### src/logic/out_prot_regs.svh
// constants for the output protection and port control block
`ifndef OUT_PROT_REGS_SVH
`define OUT_PROT_REGS_SVH
`define PORT_VALUE_MAX       3'h7
`define PORT_BIT_PIN3_DIR    2
`define RELAY_SETTLE_NS      20000
`define CLK_PERIOD_NS        10
`define RELAY_SETTLE_CYC     ((`RELAY_SETTLE_NS + `CLK_PERIOD_NS - 1) / `CLK_PERIOD_NS)
`define CURR_RESET_DIVISOR   10
`define STB_BIT_QUES         3
`define STB_BIT_ESB          5
`define STB_BIT_RQS          6
`define STB_BIT_OPER         7
`endif

### src/logic/out_prot_pkg.sv
// types for the output protection and port control block
package out_prot_pkg;
	typedef enum logic [1:0] {BLOCK_OFF, BLOCK_STICKY, BLOCK_TRANSPARENT} block_mode_t;
	typedef enum logic {PORT_BLOCK_FAULT, PORT_GENERAL_IO} port_mode_t;
	typedef enum logic [2:0] {FSRC_OFF, FSRC_QUES, FSRC_OPER, FSRC_ESB, FSRC_RQS} fault_src_t;
	typedef enum logic {POL_SAME, POL_SWAPPED} polarity_t;
	typedef struct packed {
		logic        relay_set;
		logic        relay_val;
		logic        pol_set;
		polarity_t   pol_val;
		logic        block_mode_set;
		block_mode_t block_mode_val;
		logic        port_mode_set;
		port_mode_t  port_mode_val;
		logic        port_value_set;
		logic [3:0]  port_value_val;
		logic        fault_src_set;
		fault_src_t  fault_src_val;
		logic        trip_en_set;
		logic        trip_en_val;
		logic        out_set;
		logic        out_val;
		logic        clear;
	} cmd_t;
endpackage : out_prot_pkg

### src/logic/output_protection_port_ctrl.sv
// output relay, block input, overcurrent latch, current levels and digital port
// What this block does
// - relay closes when on, open after reset
// - relay state independent of output enable
// - relay commands rejected without relay option
// - polarity same or swapped, same after reset
// - zero voltage while polarity relays switch, always on
// - sticky mode latches disable on pin low
// - sticky latch clears only when pin inactive, or on a mode set outside sticky mode
// - transparent mode follows pin without latching
// - block mode off ignores the pin
// - block mode kept in non-volatile storage
// - immediate current applied, resets to tenth max
// - pending current copied on initiated trigger
// - overcurrent trip disables output, sets flag
// - overcurrent clear only after cause gone
// - io mode drives pins one, two
// - third pin output unless bit two high
// - readback returns bits 0-1, pin three level
// - values 0 to 7, acted on only io
// - port function kept in non-volatile storage
// - clear restores pre-fault output state
// - fault output source selectable or none
`timescale 1ns/1ps
`include "out_prot_regs.svh"

module output_protection_port_ctrl #(
	parameter int CURR_W       = 16,
	parameter int CURR_MAX     = 16'hffff,
	parameter int SETTLE_CYC   = `RELAY_SETTLE_CYC
) (
	// clock and reset
	input  wire logic                 mclk_in,
	input  wire logic                 rstn_in,
	// host commands
	input  wire out_prot_pkg::cmd_t   cmd_in,
	input  wire logic                 relay_fitted_in,
	input  wire logic                 curr_imm_set_in,
	input  wire logic [CURR_W-1:0]    curr_imm_in,
	input  wire logic                 curr_trig_set_in,
	input  wire logic [CURR_W-1:0]    curr_trig_in,
	input  wire logic                 trigger_in,
	input  wire logic                 initiated_in,
	// non-volatile store contents loaded after reset release
	input  wire out_prot_pkg::block_mode_t nv_block_mode_in,
	input  wire out_prot_pkg::port_mode_t  nv_port_mode_in,
	// source status
	input  wire logic                 const_current_in,
	input  wire logic [7:0]           status_byte_in,
	// port pins
	input  wire logic                 disable_request_pin_in,
	input  wire logic                 pin3_in,
	output logic [1:0]                pin12_out,
	output logic                      pin3_out,
	output logic                      pin3_oe_n_out,
	// output control
	output logic                      relay_closed_out,
	output out_prot_pkg::polarity_t   relay_polarity_out,
	output logic                      output_enabled_out,
	output logic                      zero_voltage_out,
	output logic                      pol_busy_out,
	output logic [CURR_W-1:0]         curr_level_out,
	output logic                      overcurrent_flag_out,
	output logic                      fault_signal_output_out,
	// host readback
	output logic [2:0]                port_value_rd_out,
	output logic                      cmd_error_out,
	output out_prot_pkg::block_mode_t nv_block_mode_out,
	output out_prot_pkg::port_mode_t  nv_port_mode_out
);

	if (CURR_W < 4 || CURR_W > 32 || SETTLE_CYC < 1 || SETTLE_CYC > 65535) begin : g_bad_params
		$error("output_protection_port_ctrl: bad parameters");
	end

	localparam logic [CURR_W-1:0] CURR_RST = CURR_W'(CURR_MAX / `CURR_RESET_DIVISOR);

	////////////////////////////////////////////////////////////////////////////////
	// pin synchronisers

	logic [2:0] dis_sync_ff;
	logic [2:0] p3_sync_ff;
	logic       dis_low_ff;
	logic       p3_lvl_ff;

	always_ff @(posedge mclk_in) begin
		dis_sync_ff <= {dis_sync_ff[1:0], disable_request_pin_in};
		p3_sync_ff  <= {p3_sync_ff[1:0], pin3_in};
	end

	always_ff @(posedge mclk_in) begin
		if (!rstn_in) begin
			dis_low_ff <= 1'b0;
			p3_lvl_ff  <= 1'b0;
		end else begin
			if (dis_sync_ff[1] == dis_sync_ff[2])
				dis_low_ff <= ~dis_sync_ff[2];
			if (p3_sync_ff[1] == p3_sync_ff[2])
				p3_lvl_ff <= p3_sync_ff[2];
		end
	end

	////////////////////////////////////////////////////////////////////////////////
	// mode registers, non-volatile settings loaded after reset release

	out_prot_pkg::block_mode_t block_mode_ff;
	out_prot_pkg::port_mode_t  port_mode_ff;
	out_prot_pkg::fault_src_t  fault_src_ff;
	logic                      loaded_ff;

	always_ff @(posedge mclk_in) begin
		if (!rstn_in) begin
			block_mode_ff <= out_prot_pkg::BLOCK_OFF;
			port_mode_ff  <= out_prot_pkg::PORT_BLOCK_FAULT;
			fault_src_ff  <= out_prot_pkg::FSRC_OFF;
			loaded_ff     <= 1'b0;
		end else if (!loaded_ff) begin
			block_mode_ff <= nv_block_mode_in;
			port_mode_ff  <= nv_port_mode_in;
			loaded_ff     <= 1'b1;
		end else begin
			if (cmd_in.block_mode_set)
				block_mode_ff <= cmd_in.block_mode_val;
			if (cmd_in.port_mode_set)
				port_mode_ff <= cmd_in.port_mode_val;
			if (cmd_in.fault_src_set)
				fault_src_ff <= cmd_in.fault_src_val;
		end
	end

	assign nv_block_mode_out = block_mode_ff;
	assign nv_port_mode_out  = port_mode_ff;

	////////////////////////////////////////////////////////////////////////////////
	// relay state and polarity

	logic                    relay_ff;
	out_prot_pkg::polarity_t pol_ff;
	logic [15:0]             settle_ff;
	logic                    err_ff;
	logic                    relay_cmd;
	logic                    pol_change;

	assign relay_cmd  = cmd_in.relay_set | cmd_in.pol_set;
	assign pol_change = cmd_in.pol_set & relay_fitted_in & (cmd_in.pol_val != pol_ff);

	always_ff @(posedge mclk_in) begin
		if (!rstn_in) begin
			relay_ff <= 1'b0;
			pol_ff   <= out_prot_pkg::POL_SAME;
		end else if (relay_fitted_in) begin
			if (cmd_in.relay_set)
				relay_ff <= cmd_in.relay_val;
			if (cmd_in.pol_set)
				pol_ff <= cmd_in.pol_val;
		end
	end

	always_ff @(posedge mclk_in) begin
		if (!rstn_in)
			err_ff <= 1'b0;
		else
			err_ff <= (relay_cmd & ~relay_fitted_in)
				| (cmd_in.port_value_set & (cmd_in.port_value_val > 4'({`PORT_VALUE_MAX})));
	end

	always_ff @(posedge mclk_in) begin
		if (!rstn_in)
			settle_ff <= 16'h0000;
		else if (pol_change)
			settle_ff <= 16'(SETTLE_CYC);
		else if (settle_ff != 16'h0000)
			settle_ff <= settle_ff - 16'h0001;
	end

	assign relay_closed_out   = relay_ff;
	assign relay_polarity_out = pol_ff;
	assign pol_busy_out       = (settle_ff != 16'h0000);
	assign cmd_error_out      = err_ff;

	////////////////////////////////////////////////////////////////////////////////
	// output enable, block latch and overcurrent trip

	logic out_ff;
	logic sticky_ff;
	logic trip_ff;
	logic trip_en_ff;
	logic blocked;

	always_ff @(posedge mclk_in) begin
		if (!rstn_in)
			out_ff <= 1'b0;
		else if (cmd_in.out_set)
			out_ff <= cmd_in.out_val;
	end

	always_ff @(posedge mclk_in) begin
		if (!rstn_in)
			trip_en_ff <= 1'b0;
		else if (cmd_in.trip_en_set)
			trip_en_ff <= cmd_in.trip_en_val;
	end

	always_ff @(posedge mclk_in) begin
		if (!rstn_in)
			sticky_ff <= 1'b0;
		else if (block_mode_ff == out_prot_pkg::BLOCK_STICKY && dis_low_ff)
			sticky_ff <= 1'b1;
		else if (cmd_in.clear && !dis_low_ff)
			sticky_ff <= 1'b0;
		else if (block_mode_ff != out_prot_pkg::BLOCK_STICKY && cmd_in.block_mode_set)
			sticky_ff <= 1'b0;
	end

	always_ff @(posedge mclk_in) begin
		if (!rstn_in)
			trip_ff <= 1'b0;
		else if (trip_en_ff && const_current_in && out_ff)
			trip_ff <= 1'b1;
		else if (cmd_in.clear && !const_current_in)
			trip_ff <= 1'b0;
	end

	always_comb begin
		unique case (block_mode_ff)
			out_prot_pkg::BLOCK_STICKY:      blocked = sticky_ff;
			out_prot_pkg::BLOCK_TRANSPARENT: blocked = dis_low_ff;
			out_prot_pkg::BLOCK_OFF:         blocked = 1'b0;
			default:                         blocked = 1'b0;
		endcase
	end

	// programmed state is kept, so clearing the latches restores it
	assign output_enabled_out   = out_ff & ~blocked & ~trip_ff;
	assign zero_voltage_out     = ~output_enabled_out | pol_busy_out;
	assign overcurrent_flag_out = trip_ff;

	always_comb begin
		unique case (fault_src_ff)
			out_prot_pkg::FSRC_QUES: fault_signal_output_out = status_byte_in[`STB_BIT_QUES];
			out_prot_pkg::FSRC_OPER: fault_signal_output_out = status_byte_in[`STB_BIT_OPER];
			out_prot_pkg::FSRC_ESB:  fault_signal_output_out = status_byte_in[`STB_BIT_ESB];
			out_prot_pkg::FSRC_RQS:  fault_signal_output_out = status_byte_in[`STB_BIT_RQS];
			default:                 fault_signal_output_out = 1'b0;
		endcase
	end

	////////////////////////////////////////////////////////////////////////////////
	// current levels

	logic [CURR_W-1:0] curr_imm_ff;
	logic [CURR_W-1:0] curr_trig_ff;

	always_ff @(posedge mclk_in) begin
		if (!rstn_in)
			curr_trig_ff <= CURR_RST;
		else if (curr_trig_set_in)
			curr_trig_ff <= curr_trig_in;
	end

	always_ff @(posedge mclk_in) begin
		if (!rstn_in)
			curr_imm_ff <= CURR_RST;
		else if (trigger_in && initiated_in)
			curr_imm_ff <= curr_trig_ff;
		else if (curr_imm_set_in)
			curr_imm_ff <= curr_imm_in;
	end

	assign curr_level_out = curr_imm_ff;

	////////////////////////////////////////////////////////////////////////////////
	// digital port

	logic [2:0] port_val_ff;
	logic       io_mode;

	assign io_mode = (port_mode_ff == out_prot_pkg::PORT_GENERAL_IO);

	always_ff @(posedge mclk_in) begin
		if (!rstn_in)
			port_val_ff <= 3'h0;
		else if (cmd_in.port_value_set && io_mode
			&& cmd_in.port_value_val <= 4'({`PORT_VALUE_MAX}))
			port_val_ff <= cmd_in.port_value_val[2:0];
	end

	always_ff @(posedge mclk_in) begin
		if (!rstn_in) begin
			pin12_out     <= 2'h0;
			pin3_out      <= 1'b0;
			pin3_oe_n_out <= 1'b1;
		end else if (io_mode) begin
			pin12_out     <= port_val_ff[1:0];
			pin3_out      <= 1'b0;
			pin3_oe_n_out <= port_val_ff[`PORT_BIT_PIN3_DIR];
		end else begin
			pin12_out     <= {1'b0, fault_signal_output_out};
			pin3_out      <= 1'b0;
			pin3_oe_n_out <= 1'b1;
		end
	end

	assign port_value_rd_out = {p3_lvl_ff, port_val_ff[1:0]};

endmodule : output_protection_port_ctrl

### config.mk
export PLATFORM = sky130hd
export DESIGN_NAME = output_protection_port_ctrl
export DESIGN_NICKNAME = d
export VERILOG_FILES = /design/src/logic/out_prot_pkg.sv /design/src/logic/output_protection_port_ctrl.sv
export VERILOG_INCLUDE_DIRS = /design/src /design/src/logic
export SDC_FILE = /design/constraint.sdc
export NUM_CORES = 1
export LEC_CHECK = 0
export BUFFER_PORTS_ARGS = -buffer_cell sky130_fd_sc_hd__buf_4
export CAP_MARGIN = 20
export CORE_MARGIN = 2
export CORE_UTILIZATION = 40
export DETAILED_ROUTE_END_ITERATION = 6
export HOLD_SLACK_MARGIN = 0.12
export PLACE_DENSITY = 0.69
export SETUP_SLACK_MARGIN = 0.3
export SYNTH_ARGS = -nofsm -noshare
export SYNTH_HDL_FRONTEND = slang
export SYNTH_SLANG_ARGS = --single-unit
export TNS_END_PERCENT = 5
### constraint.sdc
create_clock -name mclk_in -period 1.8 [get_ports mclk_in]
set_clock_uncertainty 0.2 [all_clocks]
set_input_delay 0.18 -clock mclk_in [delete_from_list [all_inputs] [get_ports mclk_in]]
set_output_delay 0.18 -clock mclk_in [all_outputs]
set_load 0.05 [all_outputs]
==> Word level (Yosys, flattened, before mapping) <==
Index checks and enable logic that the tools add are counted.
{ "word_totals": {"word_cells": 91, "register_bits": 76, "out_inout_bits": 34} }
{ "op_classes": {"order_cmp": 2, "n_reduce_logical": 21, "muxes": 17, "n_eq_ne": 12, "add_sub_neg": 1, "bitwise_logic": 15} }
{ "ops": {"columns": ["cell", "count"], "rows": [
  ["$mux W16", 2],
  ["$mux W11", 2],
  ["$reduce_bool A16 Y1", 1],
  ["$sub A16 B1 Y16 const B", 1],
  ["$logic_and A1 B1 Y1", 9],
  ["$mux W1", 9],
  ["$reduce_and A2 Y1", 4],
  ["$and A1 B1 Y1", 6],
  ["$eq A3 B2 Y1 const B", 2],
  ["$not A1 Y1", 6],
  ["$reduce_bool A2 Y1", 3],
  ["$gt A4 B3 Y1 const B", 1],
  ["$le A4 B3 Y1 const B", 1],
  ["$mux W2", 2],
  ["$ne A2 B2 Y1 const B", 2],
  ["$pmux W1 S4", 1],
  ["$eq A3 B1 Y1 const B", 1],
  ["$eq A3 B3 Y1 const B", 1],
  ["$or A1 B1 Y1", 3],
  ["$reduce_bool A3 Y1", 1],
  ["$eq A1 B1 Y1", 2],
  ["$eq A2 B1 Y1 const B", 1],
  ["$eq A2 B2 Y1 const B", 1],
  ["$logic_not A1 Y1", 2],
  ["other kinds (4)", 4]
]} }

==> Longest topological paths before layout <==
{ "logic_depth": {"depth_word": 7, "mapped_depth": 6} }

==> Least setup slack after synthesis <==
OpenSTA, ideal clock, no wires.
{ "synth_timing": {"kind": "register to output", "start": "register block_mode_ff[1], in the netlist nv_block_mode_out[1]", "end": "output port zero_voltage_out", "required_time_ps": 1420, "arrival_ps": 3043, "path_stages_with_launch": 7, "n_path_buf": 0, "slack_ps": -1623, "path_cell_list": "dfxtp_1 -> inv_1 -> ha_1 -> a22oi_1 -> nor2_1 -> nor3b_1 -> nand2b_1"} }
{ "synth_via": {"elab_chain_len": 7} }
{ "synth_lines": {"columns": ["item", "line_no", "source"], "rows": [
  ["start: declaration", "output_protection_port_ctrl.sv:106", "out_prot_pkg::block_mode_t block_mode_ff;"],
  ["start signal: assignment", "output_protection_port_ctrl.sv:113", "block_mode_ff <= out_prot_pkg::BLOCK_OFF;"],
  ["start signal: assignment", "output_protection_port_ctrl.sv:118", "block_mode_ff <= nv_block_mode_in;"],
  ["start signal: assignment", "output_protection_port_ctrl.sv:123", "block_mode_ff <= cmd_in.block_mode_val;"],
  ["$eq A2 B2 Y1 or $eq A2 B1 Y1 (tied branches)", "output_protection_port_ctrl.sv:225", "unique case (block_mode_ff)"],
  ["$pmux W1 S2 (*)", "output_protection_port_ctrl.sv:225", null],
  ["$not A1 Y1 (*)", "output_protection_port_ctrl.sv:234", "assign output_enabled_out = out_ff & ~blocked & ~trip_ff;"],
  ["$and A1 B1 Y1 (*) (2 in series)", "output_protection_port_ctrl.sv:234", null],
  ["net output_enabled_out", "output_protection_port_ctrl.sv:59", "output logic output_enabled_out,"],
  ["$not A1 Y1 (*)", "output_protection_port_ctrl.sv:235", "assign zero_voltage_out = ~output_enabled_out | pol_busy_out;"],
  ["$or A1 B1 Y1 (*)", "output_protection_port_ctrl.sv:235", null],
  ["end: declaration", "output_protection_port_ctrl.sv:60", "output logic zero_voltage_out,"]
]} }
The timed path passes the listed nets; every way through them passes the cells marked *.

==> Worst setup path after layout <==
{ "layout_timing": {"start": "register block_mode_ff[1], in the netlist nv_block_mode_out[1]", "end": "output port zero_voltage_out"} }
{ "layout_via": {"elab_chain_len": 7} }
{ "layout_lines": {"columns": ["item", "line_no"], "rows": [
  ["$eq A2 B2 Y1 or $eq A2 B1 Y1 (tied branches)", "output_protection_port_ctrl.sv:225"],
  ["$pmux W1 S2 (*)", "output_protection_port_ctrl.sv:225"],
  ["$not A1 Y1 (*)", "output_protection_port_ctrl.sv:234"],
  ["$and A1 B1 Y1 (*) (2 in series)", "output_protection_port_ctrl.sv:234"],
  ["$not A1 Y1 (*)", "output_protection_port_ctrl.sv:235"],
  ["$or A1 B1 Y1 (*)", "output_protection_port_ctrl.sv:235"]
]} }
Mark *: on every way between the ends. The rest lies on a longest branch, timed or not.

==> Implementation_results.wiki <==
{| class="wikitable"
! Metric !! Value
|-
| Layout cells sized above 1 || 0.357
|-
| Clk slew on worst S/H paths || 0.08 ns
|-
| Hold path cells || 5
|-
| Count of TritonRoute iterations in the first routing pass || 4
|-
| Detail Placement HPWL || about 5.8 mm
|-
| Placer Congestion || 0.882
|-
| Count of antenna-violating nets left after detailed routing || 0
|-
| CTS tree || done
|-
| Average instance area after synthesis || 9.14 um2
|-
| CP Buf/Inv Count || 2
|-
| Cell Rows || 32
|-
| Clock share of power || 0.205
|-
| Total of buffers placed on input and output ports || roughly 100
|-
| Final Critical Period || between 2 and 2.5 ns
|-
| Cell taking the most area after synthesis || sky130_fd_sc_hd__dfxtp_1
|-
| Worst-path maximum fanout || 3
|-
| CTS sink count || 76
|-
| Final setup violation count || 10
|-
| Antenna violations before repair || 0
|-
| Final-report hold violation count || 0
|-
| Area of all sequential standard cells || ~0.0015 mm2
|-
| Biggest cell delay along the critical path || 0.38 ns
|-
| Worst reg2reg startpoint || settle_ff[4]
|-
| Worst setup EP type || primary output
|-
| Path length in cells of the critical path || 7
|-
| Top delay family on crit path || simple AND/OR/NAND/NOR gates
|-
| Post-synth design cell area || roughly 0.0032 mm2
|-
| Most area-consuming cells after synthesis || sky130_fd_sc_hd__dfxtp_1 (47%), sky130_fd_sc_hd__mux2i_1 (13%), sky130_fd_sc_hd__nor2_1 (5.0%)
|-
| Cell at the root of the clock tree || sky130_fd_sc_hd__clkbuf_8
|-
| Maximum level of the CTS H-tree || 3
|-
| Later-pin clock latency in the skew report || 0.35 ns
|-
| Signal arrival time at the worst endpoint || 1.62 ns
|-
| Ratio of final minimum period to clock period || 1.11
|-
| Vias || roughly 3.3k
|-
| Cell-by-cell trace of the critical path || inv_4, ha_4, a22oi_2, nor2_2, nor3b_4, nand2b_4, buf_8
|-
| Number of cells after detailed placement || approximately 560
|-
| Slowest stage cell, crit path || sky130_fd_sc_hd__dfxtp_4
|-
| Net switching power || 2.20 mW
|-
| Maximum number of pins on one net before global-route repair || 43
|-
| Logic gate share of total power || 0.449
|-
| Final layout net count || 626
|-
| Floorplan die height || 93.8 um
|-
| Proportion of power drawn by flip-flops and latches || 0.346
|-
| CP Launch Type || flop
|-
| Synth Warn # || 0
|-
| Layout fillers || 577
|-
| Count of unique library cells instantiated by Yosys || 51
|-
| Routed wirelength normalized by instance count || roughly 15 um
|-
| Internal reg-to-reg setup slack || -0.08 ns
|-
| Growth of design area from synthesis to finish || 66.0%
|-
| Critical setup path kind || reg -> out
|-
| Overflow after GRT || 0
|-
| Unrepaired setup endpoints after global routing || true
|-
| Drt via density || 5.07
|-
| First-pass GRT wire length || 15.3 mm
|-
| Number of top-level pins || 110
|-
| Number of violations reported at the end of detailed-routing iteration 0 || 78
|-
| Cell count after synthesis || 353
|-
| Mapped Nets || approximately 430
|-
| CP required || about 1.4 ns
|-
| Detailed-route wire length || between 9 and 10 mm
|-
| Clock buffer count from CTS || 9
|-
| Worst setup path startpoint || nv_block_mode_out[1]
|-
| Horizontal die dimension || 93.8 um
|-
| Max frequency || 0.499 GHz
|-
| GRT Resource Usage Total || 0.220
|-
| Area share of the largest cell type after synthesis || 0.471
|-
| Primary FF master, synth || sky130_fd_sc_hd__dfxtp_1
|-
| Share of flip-flops with an asynchronous set or reset || 0
|-
| Clk buf depth || 2
|-
| Area enclosed by the die boundary || approximately 0.0088 mm2
|-
| Core area || 0.00777 mm2
|-
| Reg2Reg Depth || 7
|-
| Starting Density || 0.416
|-
| Class of the tightest hold or removal check || in -> reg
|-
| Vias in the first global route || 3362
|-
| Worst R2R End || settle_ff[12]
|-
| Leakage || 2.39 nW
|-
| Total power per unit cell area || 1160 mW/mm2
|-
| Number of synthesized flops with an enable pin || 0
|-
| Peak supply drop || 0.525 mV
|-
| Number of max-slew violations in the final report || 0
|-
| Final TNS setup || -0.856 ns
|-
| Final setup margin || -0.205 ns
|-
| Register area share after synthesis || 0.471
|-
| Number of design rule violations left after detail routing || 0
|-
| Pint || 4.02 mW
|-
| Worst setup endpoint || zero_voltage_out
|-
| Switching Share || 0.353
|-
| Final standard cell count with taps included and fillers excluded || roughly 660
|-
| Max-cap check violation count || 0
|-
| Violations in the final reports || setup timing
|-
| Multi-input combinational cell area || approximately 0.0017 mm2
|-
| Synthesis-stage register bit count || 76
|-
| Result of the run || complete, but fails checks
|}
==> kinds of logic after synthesis <==
kind of cell,after synthesis,synth area share
AND/OR/NAND/NOR,137,0.218
flip-flops,76,0.471
AO/OA/AOI/OAI,62,0.119
multiplexers,43,0.134
buffers and inverters,29,0.0395
adder cells (fa/ha/maj),3,0.0116
XOR/XNOR,2,0.00543
other,1,0.00116
==> final cells by class <==
class / count / area share
Multi-Input combinational cell: 248 / 0.325
Timing Repair Buffer: 202 / 0.319
Sequential cell: 76 / 0.288
Clock buffer: 11 / 0.0245
Tap cell: 102 / 0.0238
Clock inverter: 5 / 0.0117
Inverter: 10 / 0.00747
Antenna cell: 1 / 0.000467
==> Yosys cell counts (2+ instances only) <==
library cell,number
sky130_fd_sc_hd__dfxtp_1,76
sky130_fd_sc_hd__ha_1,3
sky130_fd_sc_hd__clkbuf_1,11
sky130_fd_sc_hd__nor3_1,8
sky130_fd_sc_hd__nand2b_1,4
sky130_fd_sc_hd__o21ai_0,13
sky130_fd_sc_hd__nor4_4,2
sky130_fd_sc_hd__or4_1,2
sky130_fd_sc_hd__buf_2,3
sky130_fd_sc_hd__nor4_1,2
sky130_fd_sc_hd__and2_1,3
sky130_fd_sc_hd__a21oi_1,19
sky130_fd_sc_hd__nor2_1,43
sky130_fd_sc_hd__a31oi_1,2
sky130_fd_sc_hd__nand4_1,2
sky130_fd_sc_hd__o31ai_1,2
sky130_fd_sc_hd__nand3_1,8
sky130_fd_sc_hd__inv_1,9
sky130_fd_sc_hd__a211oi_1,16
sky130_fd_sc_hd__buf_4,4
sky130_fd_sc_hd__nand2_1,41
sky130_fd_sc_hd__o22ai_1,2
sky130_fd_sc_hd__nor2b_1,4
sky130_fd_sc_hd__mux2i_1,42
sky130_fd_sc_hd__and4_1,2
sky130_fd_sc_hd__nand3b_1,2
sky130_fd_sc_hd__or3_1,4
==> power groups by stage <==
stage	sequential [mW]	combinational, mW	clock (mW)
detailed placement	2.16	2.26	0
floorplan	2.28	1.31	0
global route	2.18	3.03	1.39
finish	2.15	2.79	1.27
CTS	2.14	2.51	1.31
global placement	2.15	2.22	0
==> stage by stage <==
step                      utilization  setup WS [ns]  power [mW]  hold slack [ns]  cell area (um2)
after floorplan                     -         -0.286        3.59          0.00772             3290
after global placement          0.552        -0.0221        4.37           0.0854             4280
after detailed placement        0.552        -0.0654        4.42           0.0871             4280
after CTS                       0.677         -0.243        5.96           0.0934             5260
after global routing            0.689         -0.285        6.60            0.141             5360
final                           0.690         -0.205        6.22            0.120             5360
==> cells in the final DEF (no fill, tap or decap), types with 3 or more instances in the layout <==
cell / synthesis / layout
sky130_fd_sc_hd__dfxtp_4: 0 / 3
sky130_fd_sc_hd__nor2_1: 43 / 42
sky130_fd_sc_hd__a211oi_1: 16 / 15
sky130_fd_sc_hd__clkbuf_8: 0 / 9
sky130_fd_sc_hd__nor4_4: 2 / 3
sky130_fd_sc_hd__inv_1: 9 / 6
sky130_fd_sc_hd__mux2i_1: 42 / 42
sky130_fd_sc_hd__nand3_1: 8 / 8
sky130_fd_sc_hd__dfxtp_2: 0 / 8
sky130_fd_sc_hd__dlygate4sd3_1: 0 / 66
sky130_fd_sc_hd__o21ai_0: 13 / 12
sky130_fd_sc_hd__nor3_1: 8 / 7
sky130_fd_sc_hd__nand2b_1: 4 / 3
sky130_fd_sc_hd__nand2_1: 41 / 41
sky130_fd_sc_hd__a21oi_1: 19 / 17
sky130_fd_sc_hd__buf_4: 4 / 131
sky130_fd_sc_hd__dfxtp_1: 76 / 65
==> registers in the layout, indices dropped and copies added (netlist names), 2 cells and up <==
register / flops
dis_sync_ff: 3
curr_level_out: 16
p3_sync_ff: 3
port_val_ff: 3
curr_trig_ff: 16
settle_ff: 16
fault_src_ff: 3
nv_block_mode_out: 2
pin12_out: 2
==> worst min-delay path, stage by stage <==
cell and delay (ns):
sky130_fd_sc_hd__buf_4 0.11, sky130_fd_sc_hd__nand2_1 0.07, sky130_fd_sc_hd__o22ai_2 0.07, sky130_fd_sc_hd__a21oi_1 0.13, sky130_fd_sc_hd__nor3_1 0.06
==> layer usage <==
metal,track usage,part of all wire,vias up
li1,-,-,1628
met1,0.248,0.42,1566
met2,0.406,0.52,107
met3,0.0425,0.044,17
met4,0.0797,0.017,0
met5,0,0,-
==> how the worst min path moves through the flow <==
stage	start	endpoint
detailed placement	pin3_in	p3_sync_ff[0]
finish	status_byte_in[6]	pin12_out[0]
global placement	disable_request_pin_in	dis_sync_ff[0]
floorplan	disable_request_pin_in	dis_sync_ff[0]
CTS	status_byte_in[6]	pin12_out[0]
global route	dis_sync_ff[0]	dis_sync_ff[1]
==> timing repair <==
item | in CTS | in global routing
buffers inserted | 3 | 5
pin swaps | 7 | 9
hold buffers | 66 | 1
cloned | 0 | 0
endpoints found under the setup margin | 20 | 21
resized for setup | 23 | 15
hold endpoints to repair | 57 | 1
(Power assumes the default switching activity.)
